==> src/verilog/dac_ctrl_pkg.sv <==
package dac_ctrl_pkg;
  localparam int CHANNELS  = 2;
  localparam int CODE_BITS = 12;
  localparam int LADDER    = 4096;
  localparam int MV_BITS   = 16;

  // apb register byte offsets
  localparam logic [7:0] DAC0_VOL_OFS  = 8'h00;
  localparam logic [7:0] REF_VOL_OFS   = 8'h08;
  localparam logic [7:0] PD_VOL_OFS    = 8'h0c;
  localparam logic [7:0] GAIN_VOL_OFS  = 8'h10;
  localparam logic [7:0] DAC0_NV_OFS   = 8'h20;
  localparam logic [7:0] REF_NV_OFS    = 8'h28;
  localparam logic [7:0] PD_NV_OFS     = 8'h2c;
  localparam logic [7:0] GAIN_NV_OFS   = 8'h30;
  localparam logic [7:0] CMD_OFS       = 8'h38;
  localparam logic [7:0] STATUS_OFS    = 8'h3c;
  localparam logic [7:0] CH_STRIDE     = 8'h04;

  // field positions
  localparam int GAIN0_POS   = 8;
  localparam int CMD_GCR_POS = 0;
  localparam int ST_PEND_POS = 0;
  localparam int ST_GX2_POS  = 2;
  localparam int ST_SCL_POS  = 4;
  localparam int ST_BOR_POS  = 5;

  // values after reset (nonvolatile defaults)
  localparam logic [CODE_BITS-1:0] CODE_RST = 12'h7ff;
  localparam logic [1:0]           REF_RST  = 2'h0;
  localparam logic [1:0]           PD_RST   = 2'h0;
  localparam logic                 GAIN_RST = 1'b0;

  localparam logic [MV_BITS-1:0] BANDGAP_MV = 16'h04c4;

  typedef enum logic [1:0] {
    REF_SUPPLY   = 2'h0,
    REF_BANDGAP  = 2'h1,
    REF_PIN      = 2'h2,
    REF_PIN_BUF  = 2'h3
  } ref_source_select_t;

  typedef struct packed {
    logic [3:0]           ladder_top_node;
    logic                 ladder_connect;
    logic                 vref_pin_connect;
    logic                 bandgap_doubler_en;
    logic                 gain_x2;
    logic                 amp_en;
    logic                 analog_output_pin_oe;
    logic [CODE_BITS-1:0] code;
    logic [MV_BITS-1:0]   analog_output_pin_mv;
  } chan_out_t;
endpackage

==> src/verilog/dac_reference_gain_output_control.sv <==
// Functional notes
// - four ladder sources picked by two-bit select
// - volatile select active; reset reloads from nonvolatile
// - supply source keeps reference pin disconnected
// - gain bit 0 gives 1, 1 gives 2
// - supply reference ignores gain bit, unity gain
// - gain two only for pin or bandgap
// - bandgap source passes through doubling buffer
// - power-down disables amplifier, output high impedance
// - volatile gain changes only on four events
// - output equals top voltage times code/ladder times gain
// - ladder of 4096 steps sets 12-bit code width
// - gain two output saturates at supply
// - reset and brown-out update the dac code
// - serial write applies code at ack falling edge
// - general call reset reloads code from nonvolatile
// - gain bits at bit 8 and 9
// - reference select 00 forces unity gain
// - powered-down channel ladder disconnected from reference
module dac_reference_gain_output_control (
  input  wire logic                                core_clk_in,
  input  wire logic                                srst_in,
  input  wire logic                                psel_in,
  input  wire logic                                penable_in,
  input  wire logic                                pwrite_in,
  input  wire logic [7:0]                          paddr_in,
  input  wire logic [31:0]                         pwdata_in,
  output logic      [31:0]                         prdata_out,
  output logic                                     pready_out,
  output logic                                     pslverr_out,
  input  wire logic                                brown_out_in,
  input  wire logic                                scl_in,
  input  wire logic [dac_ctrl_pkg::MV_BITS-1:0]    vdd_mv_in,
  input  wire logic [dac_ctrl_pkg::MV_BITS-1:0]    vref_mv_in,
  output dac_ctrl_pkg::chan_out_t [dac_ctrl_pkg::CHANNELS-1:0] chan_out
);
  localparam int NCH = dac_ctrl_pkg::CHANNELS;
  localparam int CB  = dac_ctrl_pkg::CODE_BITS;
  localparam int MB  = dac_ctrl_pkg::MV_BITS;

  logic [CB-1:0]  code_vol  [NCH];
  logic [CB-1:0]  code_nv   [NCH];
  logic [CB-1:0]  code_stage[NCH];
  logic [NCH-1:0] pending;
  logic [1:0]     ref_vol   [NCH];
  logic [1:0]     ref_nv    [NCH];
  logic [1:0]     pd_vol    [NCH];
  logic [1:0]     pd_nv     [NCH];
  logic [NCH-1:0] gain_vol;
  logic [NCH-1:0] gain_nv;
  logic [NCH-1:0] eff_x2;

  // apb access phase completes on the edge that sees pready high
  logic wr_done;
  logic rd_setup;
  assign wr_done  = psel_in & penable_in & pready_out & pwrite_in;
  assign rd_setup = psel_in & ~penable_in;

  // pin synchronisers: a change counts once stages 2 and 3 agree
  logic [2:0] scl_sync;
  logic [2:0] bor_sync;
  logic       scl_lvl;
  logic       bor_lvl;
  logic       ack_fall;
  logic       bor_rise;

  always_ff @(posedge core_clk_in) begin
    if (srst_in) begin
      scl_sync <= 3'h7;
      bor_sync <= 3'h0;
    end else begin
      scl_sync <= {scl_sync[1:0], scl_in};
      bor_sync <= {bor_sync[1:0], brown_out_in};
    end
  end

  assign ack_fall = scl_lvl & (scl_sync[1] == scl_sync[2]) & ~scl_sync[2];
  assign bor_rise = ~bor_lvl & (bor_sync[1] == bor_sync[2]) & bor_sync[2];

  always_ff @(posedge core_clk_in) begin
    if (srst_in) begin
      scl_lvl <= 1'b1;
      bor_lvl <= 1'b0;
    end else begin
      if (scl_sync[1] == scl_sync[2]) begin
        scl_lvl <= scl_sync[2];
      end
      if (bor_sync[1] == bor_sync[2]) begin
        bor_lvl <= bor_sync[2];
      end
    end
  end

  // general call reset arrives as a command register strobe
  logic gc_reset;
  assign gc_reset = wr_done && paddr_in == dac_ctrl_pkg::CMD_OFS
                    && pwdata_in[dac_ctrl_pkg::CMD_GCR_POS];

  logic reload;
  assign reload = bor_rise | gc_reset;

  genvar ch;
  generate
    for (ch = 0; ch < NCH; ch++) begin : g_ch
      localparam logic [7:0] STEP = 8'(ch) * dac_ctrl_pkg::CH_STRIDE;
      logic wr_code;
      logic wr_code_nv;
      assign wr_code    = wr_done
                          && paddr_in == dac_ctrl_pkg::DAC0_VOL_OFS + STEP;
      assign wr_code_nv = wr_done
                          && paddr_in == dac_ctrl_pkg::DAC0_NV_OFS + STEP;

      // nonvolatile copies; storage timing is abstracted to one write
      always_ff @(posedge core_clk_in) begin
        if (srst_in) begin
          code_nv[ch] <= dac_ctrl_pkg::CODE_RST;
          ref_nv[ch]  <= dac_ctrl_pkg::REF_RST;
          pd_nv[ch]   <= dac_ctrl_pkg::PD_RST;
          gain_nv[ch] <= dac_ctrl_pkg::GAIN_RST;
        end else if (wr_done) begin
          if (wr_code_nv) begin
            code_nv[ch] <= pwdata_in[CB-1:0];
          end
          if (paddr_in == dac_ctrl_pkg::REF_NV_OFS) begin
            ref_nv[ch] <= pwdata_in[2*ch +: 2];
          end
          if (paddr_in == dac_ctrl_pkg::PD_NV_OFS) begin
            pd_nv[ch] <= pwdata_in[2*ch +: 2];
          end
          if (paddr_in == dac_ctrl_pkg::GAIN_NV_OFS) begin
            gain_nv[ch] <= pwdata_in[dac_ctrl_pkg::GAIN0_POS + ch];
          end
        end
      end

      // a serial write only stages the code; it lands on the ack edge
      always_ff @(posedge core_clk_in) begin
        if (srst_in) begin
          code_stage[ch] <= dac_ctrl_pkg::CODE_RST;
          pending[ch]    <= 1'b0;
        end else if (reload) begin
          pending[ch] <= 1'b0;
        end else if (wr_code) begin
          code_stage[ch] <= pwdata_in[CB-1:0];
          pending[ch]    <= 1'b1;
        end else if (ack_fall) begin
          pending[ch] <= 1'b0;
        end
      end

      // the power-on values equal the nonvolatile defaults
      always_ff @(posedge core_clk_in) begin
        if (srst_in) begin
          code_vol[ch] <= dac_ctrl_pkg::CODE_RST;
        end else if (reload) begin
          code_vol[ch] <= code_nv[ch];
        end else if (pending[ch] && ack_fall) begin
          code_vol[ch] <= code_stage[ch];
        end
      end

      always_ff @(posedge core_clk_in) begin
        if (srst_in) begin
          ref_vol[ch]  <= dac_ctrl_pkg::REF_RST;
          pd_vol[ch]   <= dac_ctrl_pkg::PD_RST;
          gain_vol[ch] <= dac_ctrl_pkg::GAIN_RST;
        end else if (reload) begin
          ref_vol[ch]  <= ref_nv[ch];
          pd_vol[ch]   <= pd_nv[ch];
          gain_vol[ch] <= gain_nv[ch];
        end else if (wr_done) begin
          if (paddr_in == dac_ctrl_pkg::REF_VOL_OFS) begin
            ref_vol[ch] <= pwdata_in[2*ch +: 2];
          end
          if (paddr_in == dac_ctrl_pkg::PD_VOL_OFS) begin
            pd_vol[ch] <= pwdata_in[2*ch +: 2];
          end
          if (paddr_in == dac_ctrl_pkg::GAIN_VOL_OFS) begin
            gain_vol[ch] <= pwdata_in[dac_ctrl_pkg::GAIN0_POS + ch];
          end
        end
      end

      // output stage derived from the volatile settings
      logic          down;
      logic [MB-1:0] vtop;
      logic [MB+CB-1:0] prod;
      logic [MB:0]   scaled;
      logic [MB:0]   vlim;
      assign down = pd_vol[ch] != dac_ctrl_pkg::PD_RST;
      assign eff_x2[ch] = gain_vol[ch]
                          && ref_vol[ch] != 2'(dac_ctrl_pkg::REF_SUPPLY);

      always_comb begin
        unique case (dac_ctrl_pkg::ref_source_select_t'(ref_vol[ch]))
          dac_ctrl_pkg::REF_SUPPLY:  vtop = vdd_mv_in;
          dac_ctrl_pkg::REF_BANDGAP:
            vtop = MB'({dac_ctrl_pkg::BANDGAP_MV, 1'b0});
          dac_ctrl_pkg::REF_PIN:     vtop = vref_mv_in;
          dac_ctrl_pkg::REF_PIN_BUF: vtop = vref_mv_in;
        endcase
      end

      // ladder count is 2**CB, so the divide is a shift
      assign prod   = vtop * code_vol[ch];
      assign scaled = eff_x2[ch] ? {prod[MB+CB-1:CB], 1'b0}
                                 : {1'b0, prod[MB+CB-1:CB]};
      assign vlim   = (scaled > {1'b0, vdd_mv_in}) ? {1'b0, vdd_mv_in}
                                                   : scaled;

      always_ff @(posedge core_clk_in) begin
        if (srst_in) begin
          chan_out[ch] <= '0;
        end else begin
          chan_out[ch].ladder_top_node <= 4'h1 << ref_vol[ch];
          chan_out[ch].ladder_connect  <= ~down;
          chan_out[ch].vref_pin_connect <= ~down
              && ref_vol[ch][1];
          chan_out[ch].bandgap_doubler_en <= ~down
              && ref_vol[ch] == 2'(dac_ctrl_pkg::REF_BANDGAP);
          chan_out[ch].gain_x2 <= eff_x2[ch];
          chan_out[ch].amp_en  <= ~down;
          chan_out[ch].analog_output_pin_oe <= ~down;
          chan_out[ch].code    <= code_vol[ch];
          chan_out[ch].analog_output_pin_mv <= down ? '0 : vlim[MB-1:0];
        end
      end
    end
  endgenerate

  // read mux, loaded in the setup phase so it is valid in access
  logic [31:0] rdata;
  logic        hit;
  always_comb begin
    rdata = '0;
    hit   = 1'b1;
    unique case (paddr_in)
      dac_ctrl_pkg::DAC0_VOL_OFS:
        rdata[CB-1:0] = code_vol[0];
      dac_ctrl_pkg::DAC0_VOL_OFS + dac_ctrl_pkg::CH_STRIDE:
        rdata[CB-1:0] = code_vol[1];
      dac_ctrl_pkg::DAC0_NV_OFS:
        rdata[CB-1:0] = code_nv[0];
      dac_ctrl_pkg::DAC0_NV_OFS + dac_ctrl_pkg::CH_STRIDE:
        rdata[CB-1:0] = code_nv[1];
      dac_ctrl_pkg::REF_VOL_OFS:  rdata[3:0] = {ref_vol[1], ref_vol[0]};
      dac_ctrl_pkg::REF_NV_OFS:   rdata[3:0] = {ref_nv[1], ref_nv[0]};
      dac_ctrl_pkg::PD_VOL_OFS:   rdata[3:0] = {pd_vol[1], pd_vol[0]};
      dac_ctrl_pkg::PD_NV_OFS:    rdata[3:0] = {pd_nv[1], pd_nv[0]};
      dac_ctrl_pkg::GAIN_VOL_OFS:
        rdata[dac_ctrl_pkg::GAIN0_POS +: NCH] = gain_vol;
      dac_ctrl_pkg::GAIN_NV_OFS:
        rdata[dac_ctrl_pkg::GAIN0_POS +: NCH] = gain_nv;
      dac_ctrl_pkg::CMD_OFS:      rdata = '0;
      dac_ctrl_pkg::STATUS_OFS: begin
        rdata[dac_ctrl_pkg::ST_PEND_POS +: NCH] = pending;
        rdata[dac_ctrl_pkg::ST_GX2_POS +: NCH]  = eff_x2;
        rdata[dac_ctrl_pkg::ST_SCL_POS]         = scl_lvl;
        rdata[dac_ctrl_pkg::ST_BOR_POS]         = bor_lvl;
      end
      default:                    hit = 1'b0;
    endcase
  end

  // one wait-free access cycle; unmapped addresses answer with an error
  always_ff @(posedge core_clk_in) begin
    if (srst_in) begin
      pready_out  <= 1'b0;
      pslverr_out <= 1'b0;
      prdata_out  <= '0;
    end else begin
      pready_out  <= rd_setup;
      pslverr_out <= rd_setup & ~hit;
      if (rd_setup && !pwrite_in) begin
        prdata_out <= rdata;
      end
    end
  end
endmodule
==> config.mk <==
export PLATFORM = sky130hd
export DESIGN_NAME = dac_reference_gain_output_control
export DESIGN_NICKNAME = d
export VERILOG_FILES = /design/src/verilog/dac_ctrl_pkg.sv /design/src/verilog/dac_reference_gain_output_control.sv
export SDC_FILE = /design/constraint.sdc
export NUM_CORES = 1
export LEC_CHECK = 0
export BUFFER_PORTS_ARGS = -buffer_cell sky130_fd_sc_hd__buf_2
export CORE_UTILIZATION = 46
export CTS_CLUSTER_SIZE = 28
export DETAILED_ROUTE_END_ITERATION = 8
export GPL_ROUTABILITY_DRIVEN = 0
export GPL_TIMING_DRIVEN = 0
export HOLD_SLACK_MARGIN = 0.1
export PLACE_DENSITY = 0.67
export SYNTH_ARGS = -nofsm -noshare
export SYNTH_HDL_FRONTEND = slang
export SYNTH_SLANG_ARGS = --single-unit
export TNS_END_PERCENT = 100
==> constraint.sdc <==
create_clock -name core_clk_in -period 8 [get_ports core_clk_in]
set_input_delay 0.8 -clock core_clk_in [delete_from_list [all_inputs] [get_ports core_clk_in]]
set_output_delay 0.8 -clock core_clk_in [all_outputs]
set_load 0.02 [all_outputs]
Word-level counts from Yosys, hierarchy flattened
Memories as Yosys holds them, arrays and structs flattened.
Cells that the tools add are included.
W data, S select, Z words.
{"block": "word_totals", "reg_bits": 100, "n_memories": 7, "ramBits": 88, "output_inout_bits": 110, "inputBits": 79, "elab_cells": 218}
{"memory": "code_nv", "words": 2, "width": 12, "rd": 2, "rd_clocked_by_memory_dff": 0, "write_ports": 2, "line_no": "dac_reference_gain_output_control.sv:42", "rtl": "logic [CB-1:0] code_nv [NCH];"}
{"memory": "code_stage", "words": 2, "width": 12, "rd": 2, "rd_clocked_by_memory_dff": 0, "write_ports": 2, "line_no": "dac_reference_gain_output_control.sv:43", "rtl": "logic [CB-1:0] code_stage[NCH];"}
{"memory": "code_vol", "words": 2, "width": 12, "rd": 2, "rd_clocked_by_memory_dff": 0, "write_ports": 2, "line_no": "dac_reference_gain_output_control.sv:41", "rtl": "logic [CB-1:0] code_vol [NCH];"}
{"memory": "pd_nv", "words": 2, "width": 2, "rd": 2, "rd_clocked_by_memory_dff": 0, "write_ports": 2, "line_no": "dac_reference_gain_output_control.sv:48", "rtl": "logic [1:0] pd_nv [NCH];"}
{"memory": "pd_vol", "words": 2, "width": 2, "rd": 2, "rd_clocked_by_memory_dff": 0, "write_ports": 2, "line_no": "dac_reference_gain_output_control.sv:47", "rtl": "logic [1:0] pd_vol [NCH];"}
{"memory": "ref_nv", "words": 2, "width": 2, "rd": 2, "rd_clocked_by_memory_dff": 0, "write_ports": 2, "line_no": "dac_reference_gain_output_control.sv:46", "rtl": "logic [1:0] ref_nv [NCH];"}
{"memory": "1 more memories"}
{"block": "classes", "multipliers": 2, "n_eq_ne": 19, "n_shift": 2, "reduce_logical": 35, "magnitude_cmp": 2, "muxes": 88, "n_bitwise": 36}
{"operator": "$mux W12", "n": 8}
{"operator": "$pmux W16 S3", "n": 2}
{"operator": "$mux W1", "n": 57}
{"operator": "$eq A8 B6 Y1 const B", "n": 7}
{"operator": "$mul A16 B12 Y28", "n": 2}
{"operator": "$pmux W4 S9", "n": 1}
{"operator": "$gt A17 B16 Y1", "n": 2}
{"operator": "$mux W17", "n": 2}
{"operator": "$mux W16", "n": 2}
{"operator": "$mux W2", "n": 12}
{"operator": "$or A1 B1 Y1", "n": 21}
{"operator": "$eq A8 B4 Y1 const B", "n": 2}
{"operator": "$pmux W2 S4", "n": 2}
{"operator": "$reduce_bool A2 Y1", "n": 8}
{"operator": "$logic_and A1 B1 Y1", "n": 15}
{"operator": "$pmux W2 S6", "n": 1}
{"operator": "$reduce_or A12 Y1", "n": 1}
{"operator": "$pmux W2 S5", "n": 1}
{"operator": "$reduce_or A2 Y1", "n": 5}
{"operator": "$and A1 B1 Y1", "n": 9}
{"operator": "$eq A2 B2 Y1 const B", "n": 4}
{"operator": "$eq A8 B3 Y1 const B", "n": 1}
{"operator": "$eq A8 B5 Y1 const B", "n": 1}
{"operator": "$logic_not A8 Y1", "n": 1}
{"operator": "other kinds (7)", "n": 17}

Depth between registers and ports, before layout
Gate-level depths: netlist (run 1).
{"block": "depth", "word_depth": 11, "depth_mapped": 37, "depth_no_buf": 32}

Worst setup path before layout (run 1)
No wires, ideal clock.
{"block": "synth_path", "kind": "register -> register", "from": "mem ref_vol[0][1]", "to": "reg chan_out[13] (netlist name)", "n_path_buf": 4, "setup_time_ns": 0.071, "period_less_slack_ns": 8.060, "stages_incl_launch_ff": 34, "path_slack_ns": -0.060, "t_arrival_ns": 7.989, "required_ns": 7.929, "cell_sequence": "edfxtp_1 -> buf_2 -> nor2_1 -> clkbuf_1 -> a22o_1 -> clkbuf_1 -> nand2_1 -> fa_1 -> fa_1 -> inv_1 -> fa_1 -> fa_1 -> inv_1 -> fa_1 -> inv_1 -> ha_1 -> o21ai_1 -> a21oi_1 -> a22o_1 -> a221o_2 -> a21o_1 -> a21oi_1 -> xor2_1 -> o21ai_0 -> ha_1 -> a21o_1 -> a21o_1 -> a21oi_1 -> a21oi_1 -> o21ai_0 -> a311oi_1 -> buf_2 -> o21ai_2 -> a21oi_1"}
{"element": "start: declaration", "line_no": "dac_reference_gain_output_control.sv:45", "rtl": "logic [1:0] ref_vol [NCH];"}
{"element": "end: declaration", "line_no": "dac_reference_gain_output_control.sv:35", "rtl": "output dac_ctrl_pkg::chan_out_t [dac_ctrl_pkg::CHANNELS-1:0] chan_out"}

==> results of run 1 <==
[layer usage]
metal | part of all wire | global-route usage | up-vias
li1 | - | - | 7898
met1 | 0.39 | 0.353 | 8732
met2 | 0.46 | 0.430 | 974
met3 | 0.10 | 0.0677 | 195
met4 | 0.052 | 0.147 | 0
met5 | 0 | 0 | -
[area by class of cell]
| cell class | count | area, µm² | share of cell area |
|---|---|---|---|
| multi-input cells | 1594 | 15300 | 0.606 |
| repair buffers | 223 | 1440 | 0.0570 |
| inverters | 378 | 1420 | 0.0562 |
| plain buffers | 148 | 1060 | 0.0421 |
| flip-flops and latches | 188 | 4640 | 0.184 |
| clock inverters | 15 | 205 | 0.00813 |
| well taps | 592 | 741 | 0.0293 |
| clock buffers | 17 | 425 | 0.0168 |
[logic make-up (layout without fill, tap and decap cells)]
kind of cell    after synthesis  count (layout)  share of synthesized area
simple gates                765             765                      0.183
buf+inv                     534             781                      0.101
fa+ha+maj                   434             434                      0.358
compound gates              326             326                      0.114
flops                       188             188                      0.221
xor+xnor                     29              29                     0.0121
mux                          20              20                    0.00978
other cells                   1              20                   0.000179
[repair_timing]
action	4_1_cts	5_1_grt
pin swaps	23	87
setup endpoints to repair	32	32
resized for setup	146	261
buffers inserted	18	52
cloned	1	7
[state kept, by name, indices dropped and copies added (netlist names)]
| register | flops |
|---|---|
| code_vol | 24 |
| code_nv | 24 |
| pd_vol | 4 |
| ref_nv | 4 |
| scl_sync | 3 |
| pd_nv | 4 |
| code_stage | 24 |
| gain_nv | 2 |
| pready_out | 1 |
| prdata_out | 12 |
| bor_lvl | 1 |
| chan_out | 72 |
| pending | 2 |
| bor_sync | 3 |
| scl_lvl | 1 |
| ref_vol | 4 |
| gain_vol | 2 |
| pslverr_out | 1 |
[worst paths after layout]
path,to,slack [ns],depth (start not counted)
max,chan_out[40]$_SDFF_PP0_,-0.07,33
min,scl_sync[1]$_SDFF_PP1_,0.42,1
max reg2reg,chan_out[40]$_SDFF_PP0_,-0.07,33
min reg2reg,scl_sync[1]$_SDFF_PP1_,0.42,1
[through the flow]
stage                     area, µm²  worst slack, ns  hold WS, ns  utilization
after global placement        22500            -1.28        0.398        0.505
after CTS                     23800          0.00175        0.420        0.534
after global routing          25300           -0.282        0.430        0.566
after detailed placement      22500            -1.39        0.397        0.505
final                         25300          -0.0656        0.417        0.566
after floorplan               21100           0.0472        0.389            -
[layout by cell type (no fill, tap or decap), types with 16 or more instances in the layout]
cell type,Yosys,layout
inv_1,377,369
nand2_1,316,310
fa_1,278,267
buf_2,10,147
ha_1,156,137
and2_1,137,135
dfxtp_1,100,100
buf_4,25,92
edfxtp_1,88,88
clkbuf_1,117,64
nor2_1,64,57
nand2b_1,52,52
nor2b_1,40,40
a21o_1,33,33
a21oi_1,65,33
buf_6,2,28
a21oi_2,0,28
a22o_1,40,25
nand3_1,32,25
o22a_1,23,23
o21ai_0,33,23
clkbuf_16,0,23
and3_1,23,22
nor3_1,32,20
conb_1,1,20
nor3_2,8,17
buf_8,0,16
xor2_1,17,16
==> run metrics, run 1 <==
CP Launch Type=flip-flop; wire length per cell=approximately 21 µm; later-pin clock latency in the skew report=0.49 ns; Starting Density=0.470; failing checks=negative setup slack; CP max FO=10; fin nets=3063; fmax=between 100 and 150 MHz; Via density=roughly 5.6; Root Driver=clkbuf_16; Post-Syn Area=approximately 21000 µm²; Hold Path Origin=scl_sync[0]$_SDFF_PP1_; Num Clock Sinks=188; largest stage delay on the critical path=0.59 ns; Rows=77; DR DRC count=0; worst slew pin tran=1.02 ns; antenna violations before repair=0; max_slew headroom=0.316; die height=216 µm; setup ws final=-0.0656 ns; H-Tree Depth=4; Post-Syn Area per Cell=slightly above 9 µm²; Critical Path RT=approximately 8.4 ns; GRT Residual Overflow=0; Post-Route WL=66.1 mm; CTS tree=done; Die ar.=46500 µm²; CP Launch Point=ref_vol[1][0]$_SDFFCE_PN0P_; placed cells=between 3000 and 4000; 1st-iter DRT viols=1630; Crit-path slowest cell=fa_2; Hold Crit Class=reg -> reg; CTS Buffer Depth=2; Max Cap Viol=0; # port buffers=145; post-layout minimum cycle time=8.07 ns; status=finished with violations; Seq cells post-synth=188; Slew Viols, Final=0; chip width=216 µm; RSZ-0062 raised after global routing=yes; area leader, netlist=fa_1; crit-path leading delay family=adder cells; fin cells=3155; Synth top area share=0.265; global-route wire length before repair=97.4 mm; All-Layer GR Usage=0.276; share of cells above drive strength 1=0.209; EDFF count, synth=88; TritonRoute pass-1 iters=6; clock skew=0.0189 ns; WP buf/inv=8; antenna-violating nets left=0; element type at the critical path end=flip-flop; placed wire-length estimate=approximately 50 mm; Top FF cell, synth=dfxtp_1; Synth warnings=0; synth unique cells=81; CORE AREA=44600 µm²; WP data arrival=8.45 ns; reg2reg start=ref_vol[1][0]$_SDFFCE_PN0P_; Post-synth ARST share=0; Post-Synthesis Cells=2297; Final Hold Fails=0; io pins=approximately 190; Sum Neg Setup Slack=-0.0756 ns; Post-synth top cells=377 x inv_1, 316 x nand2_1, 278 x fa_1; vias in the first global route=17500; top cells by area, synth=fa_1 27%, edfxtp_1 13%, dfxtp_1 9.5%; final setup fails=2; Filler Cell Count=3779; vias after detailed routing=around 18000; Hold-fix buffers, CTS=0; most frequent cell after synthesis=inv_1; period utilization=1.01; area grow syn2layout=20.4%; CTS Buf Count=17; sequential share of the synthesized area=0.221; # diodes=0; Clock Pin Slew Worst Setup and Hold Paths=0.08 ns; largest net degree at the start of global routing=23; kind of critical path=reg -> reg
Power of run 1 is left out: the tool's default activity adds up to more than one toggle a clock period on the data nets, which glitch-free logic cannot reach.
==> run 2, diff against run 1 <==
PLACE_DENSITY = unset   (was 0.67)
clock period = 8.8 ns   (was 8 ns; I/O delays follow)
==> run metrics, run 2 (synthesized netlist as in run 1, its figures left out) <==
commonest non-fill, non-tap cell in the layout=inv_1; Slew Viols, Final=0 (unchanged); Rows=77 (unchanged); commonest cells after routing, fill and taps aside=377 x inv_1, 316 x nand2_1, 278 x fa_1, 159 x buf_2, 156 x ha_1; WP data arrival=8.93 ns (+0.48 ns); CTS tree=done; vias after detailed routing=17000 (-4.7%); Via density=5.48 (-2.9%); Max Cap Viol=0 (unchanged); Crit-path slowest cell=fa_1; Final Hold Fails=0 (unchanged); placed wire-length estimate=51.3 mm (+3.0%); CTS Buf Count=17 (unchanged); largest net degree at the start of global routing=21 (-8.7%); wire length per cell=20.7 µm (-1.4%); Placement Setup Slack=-0.802 ns (+0.586 ns); # port buffers=145 (unchanged); Filler Cell Count=4151 (+9.8%); Hold-fix buffers, CTS=0 (unchanged); final setup fails=0 (-2); io pins=189 (unchanged); clock skew=0.0150 ns (-0.00398 ns); vias in the first global route=17400 (-0.50%); TritonRoute pass-1 iters=5 (-1); Hold Crit Class=reg -> reg; post-layout minimum cycle time=8.53 ns; worst slew pin tran=1.43 ns (+0.408 ns); CTS Buffer Depth=2 (unchanged); antenna violations before repair=2 (+2); All-Layer GR Usage=0.282 (+0.00690); Starting Density=0.470 (unchanged); Largest Register=chan_out; GRT Residual Overflow=0 (unchanged); Num Clock Sinks=188 (unchanged); status=finished clean; Die ar.=46500 µm² (unchanged); most used cell, CP=fa_1; CORE AREA=44600 µm² (unchanged); antenna-violating nets left=0 (unchanged); 1st-iter DRT viols=1324 (-19%); max reg flops=72 (unchanged); die height=216 µm (unchanged); global-route wire length before repair=99.4 mm (+2.0%); area grow syn2layout=11.8%; fin nets=3003 (-2.0%); element type at the critical path end=flip-flop; Critical Path RT=9.20 ns (+0.81 ns); share of cells above drive strength 1=0.127 (-0.0817); Clock Pin Slew Worst Setup and Hold Paths=0.08 ns (about the same); max_slew headroom=0.0407 (-0.275); H-Tree Depth=4 (unchanged); period utilization=0.969; DR DRC count=0 (unchanged); fmax=117 MHz; largest stage delay on the critical path=0.53 ns (-0.06 ns); later-pin clock latency in the skew report=0.50 ns (about the same); CP Launch Type=primary input; CP max FO=10 (unchanged); Root Driver=clkbuf_16; kind of critical path=in -> reg; chip width=216 µm (unchanged); setup ws final=0.275 ns (+0.340 ns); Post-Route WL=63.9 mm (-3.2%)
## run 2: cell count changes in the layout (fill, tap and decap cells not counted), sizes merged
cell / before / now
clkinv: 8 / 9
inv: 385 / 383
clkdlybuf4s15: 0 / 1
buf: 283 / 208
clkbuf: 105 / 120
diode: 0 / 1
## run 2: path summary, 6_finish.rpt
| kind | endpoint | depth (start not counted) | slack [ns] | start |
|---|---|---|---|---|
| worst min register to register | scl_sync[1]$_SDFF_PP1_ | 1 | 0.42 | scl_sync[0]$_SDFF_PP1_ |
| worst max register to register | chan_out[7]$_SDFF_PP0_ | 34 | 0.33 | ref_vol[0][0]$_DFFE_PP_ |
| worst min-delay path | scl_sync[1]$_SDFF_PP1_ | 1 | 0.42 | scl_sync[0]$_SDFF_PP1_ |
| worst max-delay path | chan_out[7]$_SDFF_PP0_ | 32 | 0.27 | vdd_mv_in[0] |
## run 2: stage by stage
| step | hold WS [ns] | setup TNS, ns | utilization | instances | cell area (µm²) |
|---|---|---|---|---|---|
| floorplan | 0.389 | 0 | - | 2316 | 21000 |
| global placement | 0.398 | -12.82 | 0.505 | 3053 | 22500 |
| detailed placement | 0.408 | -16.80 | 0.505 | 3053 | 22500 |
| CTS | 0.429 | 0 | 0.520 | 3088 | 23200 |
| global route | 0.461 | -0.00549 | 0.526 | 3095 | 23500 |
| finish | 0.423 | 0 | 0.526 | 3096 | 23500 |
## run 2: worst max-delay path: cells and delay by family
family | cells | cell delay (ns)
buf+inv | 6 | 1.00
xor+xnor | 1 | 0.20
fa+ha+maj | 7 | 3.13
compound gates | 13 | 2.81
simple gates | 5 | 0.90
## run 2: per-layer routing
layer / global-route usage / part of all wire / routed length (µm) / vias up
li1: - / - / - / 7771
met1: 0.370 / 0.42 / 27000 / 8332
met2: 0.442 / 0.45 / 28700 / 710
met3: 0.0569 / 0.076 / 4840 / 148
met4: 0.148 / 0.053 / 3370 / 2
met5: 0 / 0.00017 / 11 / -
## run 2: repair_timing
item                                   CTS  global route
pin swaps                                2             8
gates cloned                             0             1
buffers inserted                         3             9
setup endpoints to repair               32            32
endpoints found under the hold margin    0             0
resized for setup                       20           110
## run 2: cell type report
type / instances / area (µm²) / share of cell area
buffer: 153 / 785 / 0.0334
multi-input combinational: 1594 / 14400 / 0.615
inverter: 378 / 1420 / 0.0605
sequential: 188 / 4640 / 0.198
clock inverter: 14 / 170 / 0.00725
timing repair buffer: 158 / 827 / 0.0353
clock buffer: 18 / 439 / 0.0187
tap: 592 / 741 / 0.0316
antenna: 1 / 2.50 / 0.000107
Power of run 2 is left out for the same reason.
